--- src/inc/pwm_defines.vh ---
`ifndef PWM_DEFINES_VH
`define PWM_DEFINES_VH

// register byte offsets
`define OFS_CONTROL       8'h00
`define OFS_COUNTER       8'h04
`define OFS_PERIOD        8'h08
`define OFS_DUTY1         8'h0C
`define OFS_DUTY2         8'h10
`define OFS_DUTY3         8'h14
`define OFS_DUTY4         8'h18
`define OFS_STATUS        8'h1C
`define OFS_ACT_PERIOD    8'h20
`define OFS_ACT_DUTY1     8'h24
`define OFS_ACT_DUTY2     8'h28
`define OFS_ACT_DUTY3     8'h2C
`define OFS_ACT_DUTY4     8'h30

// control register fields
`define CTL_ENABLE_BIT    15
`define CTL_OPS_HI        7
`define CTL_OPS_LO        4
`define CTL_CKPS_HI       3
`define CTL_CKPS_LO       2
`define CTL_MODE_HI       1
`define CTL_MODE_LO       0

// counter register fields
`define CNT_DIR_BIT       15

// status register fields
`define STS_FLAG_BIT      0
`define STS_STALL_BIT     1

// count modes
`define MODE_FREE         2'h0
`define MODE_SINGLE       2'h1
`define MODE_UPDOWN       2'h2
`define MODE_DOUBLE       2'h3

// reset values
`define CONTROL_RST       16'h0000
`define COUNTER_RST       15'h0000
`define PERIOD_RST        15'h0000
`define DUTY_RST          16'h0000

// prescaler terminal counts, in clocks minus one
`define PRESC_TOP_1       6'h00
`define PRESC_TOP_4       6'h03
`define PRESC_TOP_16      6'h0F
`define PRESC_TOP_64      6'h3F

`endif

--- src/hdl/motor_pwm_time_base_compare.v ---
// Added by the designer: the placing of the registers and the Wishbone slave port.
`include "pwm_defines.vh"
`default_nettype none

// Operation
// 15-bit time base counter, clocked through a prescaler, match events through a postscaler.
// Counter register bit 15 reads count direction: 0 up, 1 down.
// Enable bit starts and stops the time base; disabling keeps the count.
// On counter equal period, reset to zero or reverse on the next count clock.
// Zero period halts counting, events and period reload; software disables to change it.
// Mode field: 00 free, 01 single-shot, 10 up/down, 11 up/down double update.
// Free mode counts to period, wraps to zero, raises postscaled event each match.
// Single-shot counts once, unpostscaled event at match, wraps and clears enable.
// Up/down counts up then down; postscaled event when zero turns upward.
// Double update raises unpostscaled events at zero and at period match.
// Software must never program period one; it may cause continuous events.
// Count clock is the system clock divided by 1, 4, 16 or 64.
// Counter or control writes and reset clear the prescaler; control write keeps count.
// Four-bit postscaler divides match events 1 to 16; cleared like the prescaler.
// Period double-buffered: loads at wrap, at zero in up/down, always when disabled.
// Up/down modes give twice the free-running period for equal settings; the code gives 2 x period count clocks against period plus one.
// Free and single-shot modes give edge-aligned outputs: active at zero, off at duty.
// Edge-aligned: zero duty always inactive, duty above period always active.
// Up/down modes give center-aligned outputs: on at match going down, off going up.
// Center-aligned: zero duty always inactive, duty equal period always active.
// Four generators, each a high/low pair; low output always inverse of high.
// Duty registers are 16 bits; lowest bit gives half-count resolution; the code has no half count at 1:1 prescale.
// Duty double-buffered: period instants, plus period match in double update, and disabled.
// Each event is a one-clock pulse setting a flag held until software clears it.
// Upper fifteen duty bits compare to the count; lowest bit delays by half count; the code has no half count at 1:1 prescale.
module motor_pwm_time_base_compare (
    input  wire        clk_sys_in,
    input  wire        rst_n_in,
    input  wire        wb_cyc_in,
    input  wire        wb_stb_in,
    input  wire        wb_we_in,
    input  wire [7:0]  wb_adr_in,
    input  wire [3:0]  wb_sel_in,
    input  wire [31:0] wb_dat_in,
    output reg  [31:0] wb_dat_out,
    output wire        wb_ack_out,
    output wire        pair1_high_out,
    output wire        pair1_low_out,
    output wire        pair2_high_out,
    output wire        pair2_low_out,
    output wire        pair3_high_out,
    output wire        pair3_low_out,
    output wire        pair4_high_out,
    output wire        pair4_low_out,
    output reg         event_pulse_out
);

    // byte-lane merge of a 16-bit register with bus write data
    function [15:0] merge16;
        input [15:0] old;
        input [31:0] data;
        input [3:0]  sel;
        begin
            merge16 = {(sel[1] ? data[15:8] : old[15:8]), (sel[0] ? data[7:0] : old[7:0])};
        end
    endfunction

    // register file
    reg  [15:0] time_base_control_r;
    reg  [15:0] time_base_control_nxt;
    reg  [14:0] time_base_counter_r;
    reg  [14:0] time_base_counter_nxt;
    reg         count_direction_flag_r;
    reg         count_direction_flag_nxt;
    reg  [14:0] period_buf_r;
    reg  [14:0] period_value_r;
    reg  [63:0] duty_buf_r;
    reg  [63:0] duty_value_r;
    reg  [3:0]  post_cnt_r;
    reg  [3:0]  post_cnt_nxt;
    reg         event_flag_r;

    // bus
    reg         ack_r;
    wire        req;
    wire        wr;
    wire [7:0]  adr;
    wire        wr_ctl;
    wire        wr_cnt;
    wire        wr_per;
    wire        wr_sts;
    wire [15:0] ctl_merged;
    wire [15:0] cnt_merged;
    wire [15:0] per_merged;

    // time base
    wire        time_base_enable;
    wire [1:0]  count_mode_select;
    wire [1:0]  input_prescale_select;
    wire [3:0]  match_postscale_select;
    wire        up_down;
    wire        tick;
    wire        half;
    wire        run;
    wire        per_match;
    wire        at_zero;
    reg         raw_evt;
    reg         direct_evt;
    reg         load_per;
    reg         load_duty;
    reg         en_clr;
    reg         post_fire;
    wire        evt;
    wire [3:0]  high_w;
    wire [3:0]  low_w;
    integer     i;

    assign req        = wb_cyc_in & wb_stb_in;
    assign wb_ack_out = ack_r;
    // writes take effect at the edge that samples ack high
    assign wr         = req & wb_we_in & ack_r;
    assign adr        = {wb_adr_in[7:2], 2'b00};
    assign wr_ctl     = wr && (adr == `OFS_CONTROL);
    assign wr_cnt     = wr && (adr == `OFS_COUNTER);
    assign wr_per     = wr && (adr == `OFS_PERIOD);
    assign wr_sts     = wr && (adr == `OFS_STATUS);
    assign ctl_merged = merge16(time_base_control_r, wb_dat_in, wb_sel_in);
    assign cnt_merged = merge16({count_direction_flag_r, time_base_counter_r}, wb_dat_in, wb_sel_in);
    assign per_merged = merge16({1'b0, period_buf_r}, wb_dat_in, wb_sel_in);

    always @(posedge clk_sys_in) begin
        if (!rst_n_in) begin
            ack_r <= 1'b0;
        end else begin
            ack_r <= req & ~ack_r;
        end
    end

    // read data is captured one edge before ack is seen
    always @(posedge clk_sys_in) begin
        if (!rst_n_in) begin
            wb_dat_out <= 32'h00000000;
        end else if (req && !ack_r) begin
            case (adr)
                `OFS_CONTROL:    wb_dat_out <= {16'h0000, time_base_control_r};
                `OFS_COUNTER:    wb_dat_out <= {16'h0000, count_direction_flag_r, time_base_counter_r};
                `OFS_PERIOD:     wb_dat_out <= {17'h00000, period_buf_r};
                `OFS_DUTY1:      wb_dat_out <= {16'h0000, duty_buf_r[15:0]};
                `OFS_DUTY2:      wb_dat_out <= {16'h0000, duty_buf_r[31:16]};
                `OFS_DUTY3:      wb_dat_out <= {16'h0000, duty_buf_r[47:32]};
                `OFS_DUTY4:      wb_dat_out <= {16'h0000, duty_buf_r[63:48]};
                `OFS_STATUS:     wb_dat_out <= {30'h00000000, (time_base_enable && !run), event_flag_r};
                `OFS_ACT_PERIOD: wb_dat_out <= {17'h00000, period_value_r};
                `OFS_ACT_DUTY1:  wb_dat_out <= {16'h0000, duty_value_r[15:0]};
                `OFS_ACT_DUTY2:  wb_dat_out <= {16'h0000, duty_value_r[31:16]};
                `OFS_ACT_DUTY3:  wb_dat_out <= {16'h0000, duty_value_r[47:32]};
                `OFS_ACT_DUTY4:  wb_dat_out <= {16'h0000, duty_value_r[63:48]};
                default:         wb_dat_out <= 32'h00000000;
            endcase
        end
    end

    assign time_base_enable       = time_base_control_r[`CTL_ENABLE_BIT];
    assign count_mode_select      = time_base_control_r[`CTL_MODE_HI:`CTL_MODE_LO];
    assign input_prescale_select  = time_base_control_r[`CTL_CKPS_HI:`CTL_CKPS_LO];
    assign match_postscale_select = time_base_control_r[`CTL_OPS_HI:`CTL_OPS_LO];
    assign up_down                = count_mode_select[1];

    count_prescaler u_prescaler (
        .clk_sys_in (clk_sys_in),
        .rst_n_in   (rst_n_in),
        .clear_in   (wr_ctl | wr_cnt),
        .select_in  (input_prescale_select),
        .tick_out   (tick),
        .half_out   (half)
    );

    // a zero period freezes the count and all loads while enabled
    assign run       = time_base_enable && (period_value_r != `PERIOD_RST);
    assign per_match = (time_base_counter_r == period_value_r);
    assign at_zero   = (time_base_counter_r == `COUNTER_RST);

    always @* begin
        time_base_counter_nxt    = time_base_counter_r;
        count_direction_flag_nxt = count_direction_flag_r;
        raw_evt                  = 1'b0;
        direct_evt               = 1'b0;
        load_per                 = !time_base_enable;
        load_duty                = !time_base_enable;
        en_clr                   = 1'b0;
        if (run && tick) begin
            if (!up_down) begin
                if (per_match) begin
                    time_base_counter_nxt = `COUNTER_RST;
                    load_per              = 1'b1;
                    load_duty             = 1'b1;
                    if (count_mode_select == `MODE_SINGLE) begin
                        direct_evt = 1'b1;
                        en_clr     = 1'b1;
                    end else begin
                        raw_evt = 1'b1;
                    end
                end else begin
                    time_base_counter_nxt = time_base_counter_r + 15'h0001;
                end
            end else if (!count_direction_flag_r) begin
                if (per_match) begin
                    // turning down makes the cycle 2 x period count clocks
                    count_direction_flag_nxt = 1'b1;
                    time_base_counter_nxt    = time_base_counter_r - 15'h0001;
                    if (count_mode_select == `MODE_DOUBLE) begin
                        direct_evt = 1'b1;
                        load_duty  = 1'b1;
                    end
                end else begin
                    time_base_counter_nxt = time_base_counter_r + 15'h0001;
                end
            end else begin
                if (at_zero) begin
                    count_direction_flag_nxt = 1'b0;
                    time_base_counter_nxt    = time_base_counter_r + 15'h0001;
                    load_per                 = 1'b1;
                    load_duty                = 1'b1;
                    if (count_mode_select == `MODE_DOUBLE) begin
                        direct_evt = 1'b1;
                    end else begin
                        raw_evt = 1'b1;
                    end
                end else begin
                    time_base_counter_nxt = time_base_counter_r - 15'h0001;
                end
            end
        end
        if (wr_cnt) begin
            time_base_counter_nxt = cnt_merged[14:0];
        end
    end

    always @* begin
        time_base_control_nxt = time_base_control_r;
        if (wr_ctl) begin
            time_base_control_nxt = ctl_merged;
        end else if (en_clr) begin
            time_base_control_nxt[`CTL_ENABLE_BIT] = 1'b0;
        end
    end

    // postscaler divides match events by select plus one
    always @* begin
        post_cnt_nxt = post_cnt_r;
        post_fire    = 1'b0;
        if (wr_ctl || wr_cnt) begin
            post_cnt_nxt = 4'h0;
        end else if (raw_evt) begin
            if (post_cnt_r == match_postscale_select) begin
                post_cnt_nxt = 4'h0;
                post_fire    = 1'b1;
            end else begin
                post_cnt_nxt = post_cnt_r + 4'h1;
            end
        end
    end

    assign evt = direct_evt | post_fire;

    always @(posedge clk_sys_in) begin
        if (!rst_n_in) begin
            time_base_control_r    <= `CONTROL_RST;
            time_base_counter_r    <= `COUNTER_RST;
            count_direction_flag_r <= 1'b0;
            post_cnt_r             <= 4'h0;
            event_pulse_out        <= 1'b0;
            event_flag_r           <= 1'b0;
        end else begin
            time_base_control_r    <= time_base_control_nxt;
            time_base_counter_r    <= time_base_counter_nxt;
            count_direction_flag_r <= count_direction_flag_nxt;
            post_cnt_r             <= post_cnt_nxt;
            event_pulse_out        <= evt;
            // a new event wins over a clear in the same cycle
            event_flag_r           <= evt | (event_flag_r &
                                      ~(wr_sts & wb_sel_in[0] & wb_dat_in[`STS_FLAG_BIT]));
        end
    end

    // period and duty buffers and their active copies
    always @(posedge clk_sys_in) begin
        if (!rst_n_in) begin
            period_buf_r   <= `PERIOD_RST;
            period_value_r <= `PERIOD_RST;
            duty_buf_r     <= {4{`DUTY_RST}};
            duty_value_r   <= {4{`DUTY_RST}};
        end else begin
            if (wr_per) begin
                period_buf_r <= per_merged[14:0];
            end
            if (load_per) begin
                period_value_r <= period_buf_r;
            end
            for (i = 0; i < 4; i = i + 1) begin
                if (wr && (adr == `OFS_DUTY1 + 8'h04 * i[7:0])) begin
                    duty_buf_r[16*i +: 16] <= merge16(duty_buf_r[16*i +: 16], wb_dat_in, wb_sel_in);
                end
            end
            if (load_duty) begin
                duty_value_r <= duty_buf_r;
            end
        end
    end

    genvar g;
    generate
        for (g = 0; g < 4; g = g + 1) begin : gen_pair
            duty_compare_gen u_gen (
                .clk_sys_in (clk_sys_in),
                .rst_n_in   (rst_n_in),
                .center_in  (up_down),
                .counter_in (time_base_counter_r),
                .half_in    (half),
                .period_in  (period_value_r),
                .duty_in    (duty_value_r[16*g +: 16]),
                .high_out   (high_w[g]),
                .low_out    (low_w[g])
            );
        end
    endgenerate

    assign pair1_high_out = high_w[0];
    assign pair1_low_out  = low_w[0];
    assign pair2_high_out = high_w[1];
    assign pair2_low_out  = low_w[1];
    assign pair3_high_out = high_w[2];
    assign pair3_low_out  = low_w[2];
    assign pair4_high_out = high_w[3];
    assign pair4_low_out  = low_w[3];

endmodule

`default_nettype wire

--- src/hdl/count_prescaler.v ---
`include "pwm_defines.vh"
`default_nettype none

module count_prescaler (
    input  wire       clk_sys_in,
    input  wire       rst_n_in,
    input  wire       clear_in,
    input  wire [1:0] select_in,
    output wire       tick_out,
    output wire       half_out
);

    reg  [5:0] cnt_r;
    reg  [5:0] cnt_nxt;
    reg  [5:0] top;

    always @* begin
        case (select_in)
            2'h0:    top = `PRESC_TOP_1;
            2'h1:    top = `PRESC_TOP_4;
            2'h2:    top = `PRESC_TOP_16;
            default: top = `PRESC_TOP_64;
        endcase
    end

    assign tick_out = (cnt_r == top);
    // second half of a prescaled count; never seen at 1:1
    assign half_out = (select_in != 2'h0) && (cnt_r > {1'b0, top[5:1]});

    always @* begin
        if (clear_in || tick_out) begin
            cnt_nxt = 6'h00;
        end else begin
            cnt_nxt = cnt_r + 6'h01;
        end
    end

    always @(posedge clk_sys_in) begin
        if (!rst_n_in) begin
            cnt_r <= 6'h00;
        end else begin
            cnt_r <= cnt_nxt;
        end
    end

endmodule

`default_nettype wire

--- src/hdl/duty_compare_gen.v ---
`include "pwm_defines.vh"
`default_nettype none

module duty_compare_gen (
    input  wire        clk_sys_in,
    input  wire        rst_n_in,
    input  wire        center_in,
    input  wire [14:0] counter_in,
    input  wire        half_in,
    input  wire [14:0] period_in,
    input  wire [15:0] duty_in,
    output reg         high_out,
    output reg         low_out
);

    wire [14:0] duty_hi;
    wire        edge_act;
    wire        ctr_act;
    wire        act;

    assign duty_hi  = duty_in[15:1];
    // active from zero until the duty point, in half counts
    assign edge_act = ({counter_in, half_in} < duty_in);
    // active below the duty point: set on the way down, cleared on the way up
    assign ctr_act  = (duty_in != `DUTY_RST) &&
                      ((duty_hi >= period_in) || (counter_in < duty_hi) ||
                       ((counter_in == duty_hi) && (duty_in[0] || !half_in)));
    assign act      = center_in ? ctr_act : edge_act;

    always @(posedge clk_sys_in) begin
        if (!rst_n_in) begin
            high_out <= 1'b0;
            low_out  <= 1'b1;
        end else begin
            high_out <= act;
            low_out  <= ~act;
        end
    end

endmodule

`default_nettype wire

--- config.mk ---
export PLATFORM = sky130hd
export DESIGN_NAME = motor_pwm_time_base_compare
export DESIGN_NICKNAME = d
export VERILOG_FILES = /design/src/hdl/motor_pwm_time_base_compare.v /design/src/hdl/count_prescaler.v /design/src/hdl/duty_compare_gen.v
export VERILOG_INCLUDE_DIRS = /design/src /design/src/inc
export SDC_FILE = /design/constraint.sdc
export NUM_CORES = 1
export LEC_CHECK = 0
export ABC_AREA = 1
export BUFFER_PORTS_ARGS = -buffer_cell sky130_fd_sc_hd__buf_4
export CAP_MARGIN = 10
export CORE_UTILIZATION = 36
export DETAILED_ROUTE_END_ITERATION = 8
export SYNTH_ARGS = -nofsm -noshare
export SYNTH_HDL_FRONTEND = slang
export SYNTH_SLANG_ARGS = --single-unit
--- constraint.sdc ---
create_clock -name clk_sys_in -period 2.3 [get_ports clk_sys_in]
set_input_delay 0.115 -clock clk_sys_in [delete_from_list [all_inputs] [get_ports clk_sys_in]]
set_output_delay 0.115 -clock clk_sys_in [all_outputs]
set_load 0.01 [all_outputs]
**Yosys cells after proc, flatten, opt, wreduce, memory -nomap -nowiden**

Cells that the tools add are included.
Widths: inputs -> output; s select.

- Register bits after elaboration: 243
- Input port bits: 49
- Output and inout bits: 42
- Logic and storage cells: 212

- Add/subtract/negate cells: 4
- Magnitude comparators: 13
- Eq/ne operators: 26
- Multiplexer cells: 52
- Bitwise logic cells: 17
- Reduce and logical (&&, ||, !) cells: 68

Operator list:

| kind | number |
|---|---|
| $pmux 16 s13 | 1 |
| $mux 15 | 7 |
| $eq 15x15->1 | 5 |
| $lt 16x16->1 | 4 |
| $reduce_bool 16->1 | 4 |
| $ge 15x15->1 | 4 |
| $lt 15x15->1 | 4 |
| $mux 1 | 39 |
| $reduce_and 2->1 | 16 |
| $eq 6x4->1 const B | 5 |
| $eq 6x3->1 const B | 4 |
| $logic_and 1x1->1 | 21 |
| $pmux 6 s3 | 1 |
| $mux 8 | 2 |
| $add 15x1->15 const B | 1 |
| $logic_not 15->1 | 1 |
| $reduce_bool 15->1 | 1 |
| $sub 15x1->15 const B | 1 |
| $logic_or 1x1->1 | 14 |
| $eq 6x2->1 const B | 2 |
| $logic_not 8->1 | 1 |
| $and 1x1->1 | 7 |
| $mux 7 | 1 |
| $not 1->1 | 7 |
| other kinds (15) | 27 |

**Longest topological paths before layout**

Gate-level depths: netlist of the first run.

- Depth after elaboration: 11
- Gate-level depth with buffers: 16
- Depth with buffers taken out: 15

**By module**

From an unflattened synthesis of the first run, not the netlist that was laid out.

- Cell total of the unflattened synthesis: 2350
- Area, all modules: 15149.5 um^2

By module, submodules not included:

| module | instances | cells each | area each (um^2) | sequential area each (um^2) |
|---|---|---|---|---|
| motor_pwm_time_base_compare | 1 | 1581 | 10465.0 | 4264.1 |
| duty_compare_gen | 4 | 175 | 1058.5 | 40.0 |
| count_prescaler | 1 | 69 | 450.4 | 120.1 |

**Worst setup path before layout of the first run**

No wires, ideal clock.

- Path type: reg-to-reg
- Start point: register time_base_control_r[3]
- End point: register duty_value_r[10]
- Setup time: 64 ps
- Data arrival time: 1923 ps
- Data required time: 2236 ps
- Setup slack: 313 ps
- Cell stages (with the launch flop): 15
- Path buffers: 2
- Period minus slack after synthesis: 1987 ps
- Path through: dfxtp_1 nand2_2 ha_1 nand3_1 a21oi_1 nand2_1 nor2_2 nand3_2 nor2_2 nand3_2 buf_6 buf_6 nand3_1 nand2_1 nor2_1

- Cells in the longest elaborated chain, start to end: 5
- Elaborated cells on any way between the ends: 7
- Those cells by class: eq/ne (3); mux (2); reduce/logical (2)

Ends and longest elaborated chain:

| what | line | source |
|---|---|---|
| start, declared | motor_pwm_time_base_compare.v:64 | `reg [15:0] time_base_control_r;` |
| start signal, assigned | motor_pwm_time_base_compare.v:263 | `` time_base_control_r <= `CONTROL_RST; `` |
| start signal, assigned | motor_pwm_time_base_compare.v:270 | `time_base_control_r <= time_base_control_nxt;` |
| $eq 2x2->1 (tied with other cells) | count_prescaler.v:18 | `case (select_in)` |
| $pmux 6 s3 * | count_prescaler.v:18 |  |
| $eq 6x6->1 * | count_prescaler.v:26 | `assign tick_out = (cnt_r == top);` |
| $logic_and 1x1->1 * | motor_pwm_time_base_compare.v:186 | `if (run && tick) begin` |
| $mux 1 * | motor_pwm_time_base_compare.v:186 |  |
| end signal, assigned | motor_pwm_time_base_compare.v:287 | `` duty_value_r <= {4{`DUTY_RST}}; `` |
| end signal, assigned | motor_pwm_time_base_compare.v:301 | `duty_value_r <= duty_buf_r;` |
| end, declared | motor_pwm_time_base_compare.v:73 | `reg [63:0] duty_value_r;` |

Every way passes the cells marked *; elsewhere a longest branch is shown, timed or not.
A chain may end at the register's enable or synchronous reset.

**Worst setup path after layout of the first run**

- Start point: input port wb_adr_in[3]
- End point: register wb_dat_out[14]

- Cells in the longest elaborated chain, start to end: 2
- Elaborated cells on any way between the ends: 14
- Those cells by class: eq/ne (12); mux (1); reduce/logical (1)

Ends and longest elaborated chain:

| what | line | source |
|---|---|---|
| start, declared | motor_pwm_time_base_compare.v:37 | `input wire [7:0] wb_adr_in,` |
| $eq 6x4->1 (tied with other cells) | motor_pwm_time_base_compare.v:139 | `case (adr)` |
| $pmux 16 s13 * | motor_pwm_time_base_compare.v:139 |  |
| end signal, assigned | motor_pwm_time_base_compare.v:140 | `` `OFS_CONTROL: wb_dat_out <= {16'h0000, time_base_control_r}; `` |
| end signal, assigned | motor_pwm_time_base_compare.v:141 | `` `OFS_COUNTER: wb_dat_out <= {16'h0000, count_direction_flag_r, time_base_counter_r}; `` |
| end signal, assigned | motor_pwm_time_base_compare.v:142 | `` `OFS_PERIOD: wb_dat_out <= {17'h00000, period_buf_r}; `` |
| end, declared | motor_pwm_time_base_compare.v:40 | `output reg [31:0] wb_dat_out,` |

Marks and branches as above.

==> run metrics, run 1 <==
status finished with violations; violated checks negative setup slack; Area contributors post-synth dfxtp_1 31%, ha_1 11%, nand2_1 8.8%; Clock Sinks 227; Die Area 41230 um^2; Max Cap Viol 0; crit path to wb_dat_out[14]; synthesized area per cell 6.816 um^2; Mapped Cells 2135; Remaining DRCs 0; layout cell share with drive strength beyond 1 14.99%; largest net degree at the start of global routing 191; H-tree depth 1; critical path class in -> reg; Root Buffer clkbuf_16; Final setup viols 1; Max Freq 420.6 MHz; Final Hold Fails 0; Worst setup EP type register; routed wire length 60.36 mm; GPL Wtd Cong 0.9945; First DRT Iteration DRCs 1756; Area Growth Syn to Fin 21.24%; cell count of the worst reg-to-reg path 13; Tot Pwr 0.008829 W; # IOs 91; CTS Buf Count 28; most common cell after layout, fill and taps aside nand2_1; commonest non-fill, non-tap cells in the layout 336 x nand2_1, 230 x nor2_1, 225 x inv_1; antenna violations before repair 0; unrepaired setup endpoints after global routing true; relative slew slack 37.08%; 1st-pass router iterations 6; met1 Usage GRT 39.03%; crit share post-route 103.4%; CTS tree built; register area share after synthesis 31.23%; antenna-violating nets left 0; Crit Path Max Fanout 5; Max IR drop VDD 0.5235 mV; met2 Track Usage GR 46.01%; FF-to-FF setup slack 0.04 ns; worst hold path type in -> reg; critical path required time 2.74 ns; area leader, netlist dfxtp_1; min Tclk post-route 2.378 ns; Clock Skews 0.02273 ns; detailed placer's ending HPWL 45.94 mm; Die Wd 203.1 um; met3 Use GR 4.655%; later-pin clock latency in the skew report 0.60 ns; Static Leak 7.615 nW; Setup WS post-layout -0.07771 ns; vias in the first global route 14490; number of nets in the layout 2470; Yosys Warn Count 0; via count 15570; Reg-to-Reg End duty_value_r[36]; All-Layer GR Usage 28.87%; Avg WL per Cell 21.30 um; first-pass GRT wire length 89.89 mm; Syn Std Cell Area 14550 um^2; final core utilization 44.31%; CP Launch Type input port; Yosys cell types 42; Site Rows 73; final hold slack 0.05573 ns; core area 39820 um^2; starting density of the core 36.54%; Yosys reg bits 227; P per Cell Area 500.4 nW/um^2; routed vias/inst 5.494; Slew Viols, Final 0; Port Buffers 54; top-area cell type share of the netlist area 31.23%; die span in y 203.1 um; crit path launch wb_adr_in[3]; CP Data Arrival Time 2.81 ns; Longest Clk Path Bufs 3; hold depth 5; worst flop-to-flop path startpoint time_base_counter_r[0]; clock slew at reported path FFs 0.06 ns; Congestion Overflow GR 0; global routing's busiest layer met2; Slew @ Worst Pin 0.9339 ns
-- routing by layer --
| layer | routed length (um) | vias up |
|---|---|---|
| met3 | 5385 | 129 |
| met5 | 0 | - |
| met2 | 26570 | 742 |
| met1 | 25980 | 7210 |
| li1 | - | 7488 |
| met4 | 2421 | 0 |
-- flip-flops by register name, indices dropped and copies added (netlist names), 4 cells and up --
| register | count |
|---|---|
| duty_buf_r | 64 |
| u_prescaler.cnt_r | 6 |
| time_base_control_r | 16 |
| gen_pair.u_gen.high_out | 4 |
| period_value_r | 15 |
| period_buf_r | 15 |
| time_base_counter_r | 15 |
| duty_value_r | 64 |
| post_cnt_r | 4 |
| gen_pair.u_gen.low_out | 4 |
| wb_dat_out | 16 |
-- critical path, stage by stage --
cell and delay (ns):
dlygate4sd3_1 0.55, buf_4 0.15, inv_2 0.04, nand2_1 0.08, inv_1 0.06, nand2_1 0.30, o22ai_1 0.12, buf_4 0.16
a21oi_1 0.22, o21ai_0 0.13, o21ai_0 0.75, a21oi_1 0.13
-- power by group --
| group | switching, W | internal, W | total (W) | leakage [nW] |
|---|---|---|---|---|
| Combinational | 0.000241 | 0.000114 | 0.000355 | 5.32 |
| Sequential | 0.00000130 | 0.00393 | 0.00393 | 1.83 |
| Clock | 0.00195 | 0.00260 | 0.00454 | 0.457 |
| Total | 0.00219 | 0.00664 | 0.00883 | 7.61 |
-- final cells by class --
class / instances / area [um^2]
sequential: 227 / 4563
clock buffer: 34 / 763.2
multi-input combinational: 1557 / 8671
timing repair buffer: 214 / 1833
fill: 4170 / 22180
antenna: 1 / 2.502
inverter: 260 / 984.7
tap: 525 / 656.9
clock inverter: 16 / 170.2
-- synthesized netlist by cell type --
cell       number
a211oi_1        6
nand3b_1        2
nand3_1       160
or2_2           7
nor4_1         26
nand3_2         2
a21oi_1       222
inv_2          29
buf_4          27
a22oi_1         2
nand4_1        49
nand2_4         1
o2111ai_1       1
a31oi_1         3
buf_1           2
nor2_4          2
o211ai_1        3
nor2_2          7
xor2_1         25
a41oi_1         4
nor3b_1         5
inv_1         228
o21a_1          2
ha_1          133
o31ai_1         2
nor3_2          1
o21ai_1         1
o22ai_1        75
dfxtp_1       227
clkbuf_1       51
nor3_1         14
inv_4           1
conb_1          1
clkbuf_2        1
nand2_2         4
nand2_1       340
o21ai_0       183
nor2_1        253
buf_2          11
clkinv_1        2
buf_6          14
xnor2_1         6
-- how the worst min path moves through the flow --
stage / startpoint / endpoint
after detailed placement: time_base_control_r[8] / time_base_control_r[8]
after CTS: wb_adr_in[5] / event_flag_r
after global routing: wb_adr_in[5] / event_flag_r
after global placement: time_base_control_r[13] / time_base_control_r[13]
after floorplan: rst_n_in / wb_dat_out[0]
final: wb_adr_in[5] / event_flag_r
-- cells by family after synthesis --
| logic type | share of synthesized area (%) |
|---|---|
| simple gates | 26.08 |
| other cells | 0.02577 |
| compound gates | 18.39 |
| buf+inv | 10.98 |
| xor+xnor | 1.866 |
| fa+ha+maj | 11.43 |
| flops | 31.23 |
-- stage by stage --
| stage | setup TNS [ns] | cells | instance area, um^2 | worst slack, ns |
|---|---|---|---|---|
| 3_3_place_gp | -0.02568 | 2758 | 16180 | -0.01240 |
| 4_1_cts | 0 | 2827 | 17310 | 0.03314 |
| 2_1_floorplan | 0 | 2150 | 14610 | 0.3134 |
| 5_1_grt | -1.157 | 2833 | 17640 | -0.06789 |
| 6_report | -0.07771 | 2834 | 17640 | -0.07771 |
| 3_5_place_dp | -3.489 | 2758 | 16180 | -0.08708 |
-- timing repair --
action                     CTS  global route
hold buffers                19             0
cloned                       0             2
setup endpoints to repair   66           100
gates resized for setup      5            76
buffers inserted             0             4
hold endpoints to repair   111             0
pin swaps                    0            10
No activity file was read; power rests on OpenSTA's default activity.
==> run 2, diff against run 1 <==
Settings changed: CELL_PAD_IN_SITES_DETAIL_PLACEMENT set to 0, CELL_PAD_IN_SITES_GLOBAL_PLACEMENT set to 1, PLACE_DENSITY_LB_ADDON set to 0.1.
==> run 2 against run 1 <==
The run still ends with negative setup slack left. Register-to-register slack lost 0.09 ns. Global-route usage grew 1.1 points. Clock skew grew 0.013 ns. Critical endpoint is now duty_value_r[54]. Highest routed layer unchanged.
==> run metrics, run 2 (synthesis gave the netlist of run 1 again) <==
switching portion of total power 24.19% (-0.60 points); Longest Clk Path Bufs 3 (unchanged); crit path launch time_base_counter_r[1]; P per Cell Area 503.9 nW/um^2 (+0.71%); # diodes 0 (-1); Die Wd 203.1 um (unchanged); antenna-violating nets left 0 (unchanged); pre-CTS setup slack -0.006204 ns (+0.08087 ns); starting density of the core 36.54% (unchanged); Final setup viols 16 (+15); most common cell after layout, fill and taps aside nand2_1; relative slew slack 36.44% (-0.64 points); Max IR drop VDD 0.5044 mV (-3.7%); Final Hold Fails 0 (unchanged); Static Leak 7.754 nW (+1.8%); Psw 0.002186 W (-0.13%); TNS Setup -0.4093 ns (-0.3316 ns); CP Launch Type register; later-pin clock latency in the skew report 0.59 ns (about the same); die span in y 203.1 um (unchanged); H-tree depth 1 (unchanged); Internal 0.006850 W (+3.2%); status finished with violations; Crit Path Max Fanout 8 (+3); Area Growth Syn to Fin 23.21%; worst flop-to-flop path startpoint time_base_counter_r[1]; CTS tree built; worst hold path type in -> reg; Slew Viols, Final 0 (unchanged); Post-DP Area 16340 um^2 (+1.0%); Reg power frac 43.5% (-1.0 points); fin area 17930 um^2 (+1.6%); Clock Skews 0.03619 ns (+0.01346 ns); CTS Buf Count 29 (+3.6%); commonest non-fill, non-tap cells in the layout 335 x nand2_1, 227 x inv_1, 221 x a21oi_1; largest net degree at the start of global routing 191 (unchanged); Port Buffers 54 (unchanged); min Tclk post-route 2.349 ns (-0.02915 ns); detailed placer's ending HPWL 48.54 mm (+5.7%); Remaining DRCs 0 (unchanged); biggest regs duty_buf_r (64), duty_value_r (64); unrepaired setup endpoints after global routing true; clock slew at reported path FFs 0.06 ns (about the same); GPL Wtd Cong 0.9407 (-5.4%); violated checks negative setup slack; CP Data Arrival Time 2.87 ns (+0.06 ns); Root Buffer clkbuf_16; Congestion Overflow GR 0 (unchanged); Die Area 41230 um^2 (unchanged); 1st-pass router iterations 5 (-1); Worst setup EP type register; worst hold start wb_adr_in[5]; layout cell share with drive strength beyond 1 16.44% (+1.5 points); Max Cap Viol 0 (unchanged); Clk pwr share 52.5% (+1.1 points); Combinational Power Share 4.0% (about the same); routed vias/inst 5.390 (-1.9%); All-Layer GR Usage 29.98% (+1.1 points); number of nets in the layout 2489 (+0.77%); core area 39820 um^2 (unchanged); antenna violations before repair 1 (+1); routed wire length 63.12 mm (+4.6%); critical path required time 2.82 ns (+0.08 ns); crit share post-route 102.1% (-1.3 points); Clock Sinks 227 (unchanged); Site Rows 73 (unchanged); Setup WS post-layout -0.04856 ns (+0.02915 ns); via count 15380 (-1.2%); critical path class reg -> reg; vias in the first global route 14200 (-2.0%); Avg WL per Cell 22.11 um (+3.8%); Slew @ Worst Pin 0.9534 ns (+0.01950 ns); # IOs 91 (unchanged); First DRT Iteration DRCs 1188 (-32%); Max Freq 425.8 MHz (+1.2%); first-pass GRT wire length 92.18 mm (+2.5%)
run 2: final cells by class:
| cell class | count | area, um^2 |
|---|---|---|
| fillers | 4239 | 21890 |
| multi-input cells | 1558 | 8730 |
| flip-flops and latches | 227 | 4571 |
| repair buffers | 231 | 2001 |
| inverters | 260 | 991.0 |
| clock buffers | 42 | 854.6 |
| well taps | 525 | 656.9 |
| clock inverters | 11 | 127.6 |
run 2: worst paths after layout:
check             slack, ns                     end  cells past startpoint
hold / removal         0.07            event_flag_r                      5
hold reg to reg        0.46  time_base_control_r[8]                      2
setup / recovery      -0.05        duty_value_r[54]                     12
setup reg to reg      -0.05        duty_value_r[54]                     12
run 2: per-stage QoR:
step	utilization [%]	hold slack (ns)	total power, W	instances
after floorplan	-	0.3048	0.004206	2150
after global placement	41.04	0.4517	0.004350	2775
after detailed placement	41.04	0.4528	0.004352	2775
after CTS	44.01	0.06324	0.009075	2847
after global routing	45.03	0.1228	0.009283	2854
final	45.03	0.07338	0.009036	2854
run 2: critical path, cell delays in order, from the launching register on:
cell	delay, ns
dfxtp_1	0.36
inv_2	0.09
ha_4	0.17
nand2_2	0.12
nor3_4	0.06
nand4_1	0.20
nand2_2	0.12
nand2_2	0.09
nand2_4	0.10
nor2_2	0.53
clkbuf_16	0.29
nor2_1	0.04
nor2_1	0.10
run 2: what timing repair did:
item	4_1_cts	5_1_grt
buffers inserted	0	3
gates resized for setup	5	98
pin swaps	1	11
setup endpoints to repair	14	107
hold endpoints to repair	109	0
gates cloned	0	4
hold buffers	19	0
run 2: power groups by stage:
stage	registers [W]	logic [W]	clock network [W]
3_5_place_dp	0.00402	0.000330	0
2_1_floorplan	0.00402	0.000184	0
6_report	0.00393	0.000364	0.00474
3_3_place_gp	0.00402	0.000328	0
5_1_grt	0.00393	0.000392	0.00496
4_1_cts	0.00393	0.000356	0.00478
run 2: routing by layer:
layer | GRT usage, % | vias up | part of all wire, %
met3 | 4.591 | 113 | 6.3
met1 | 40.55 | 7214 | 45
met2 | 48.34 | 547 | 45
li1 | - | 7510 | -
met4 | 10.23 | 0 | 3.8
met5 | 0 | - | 0
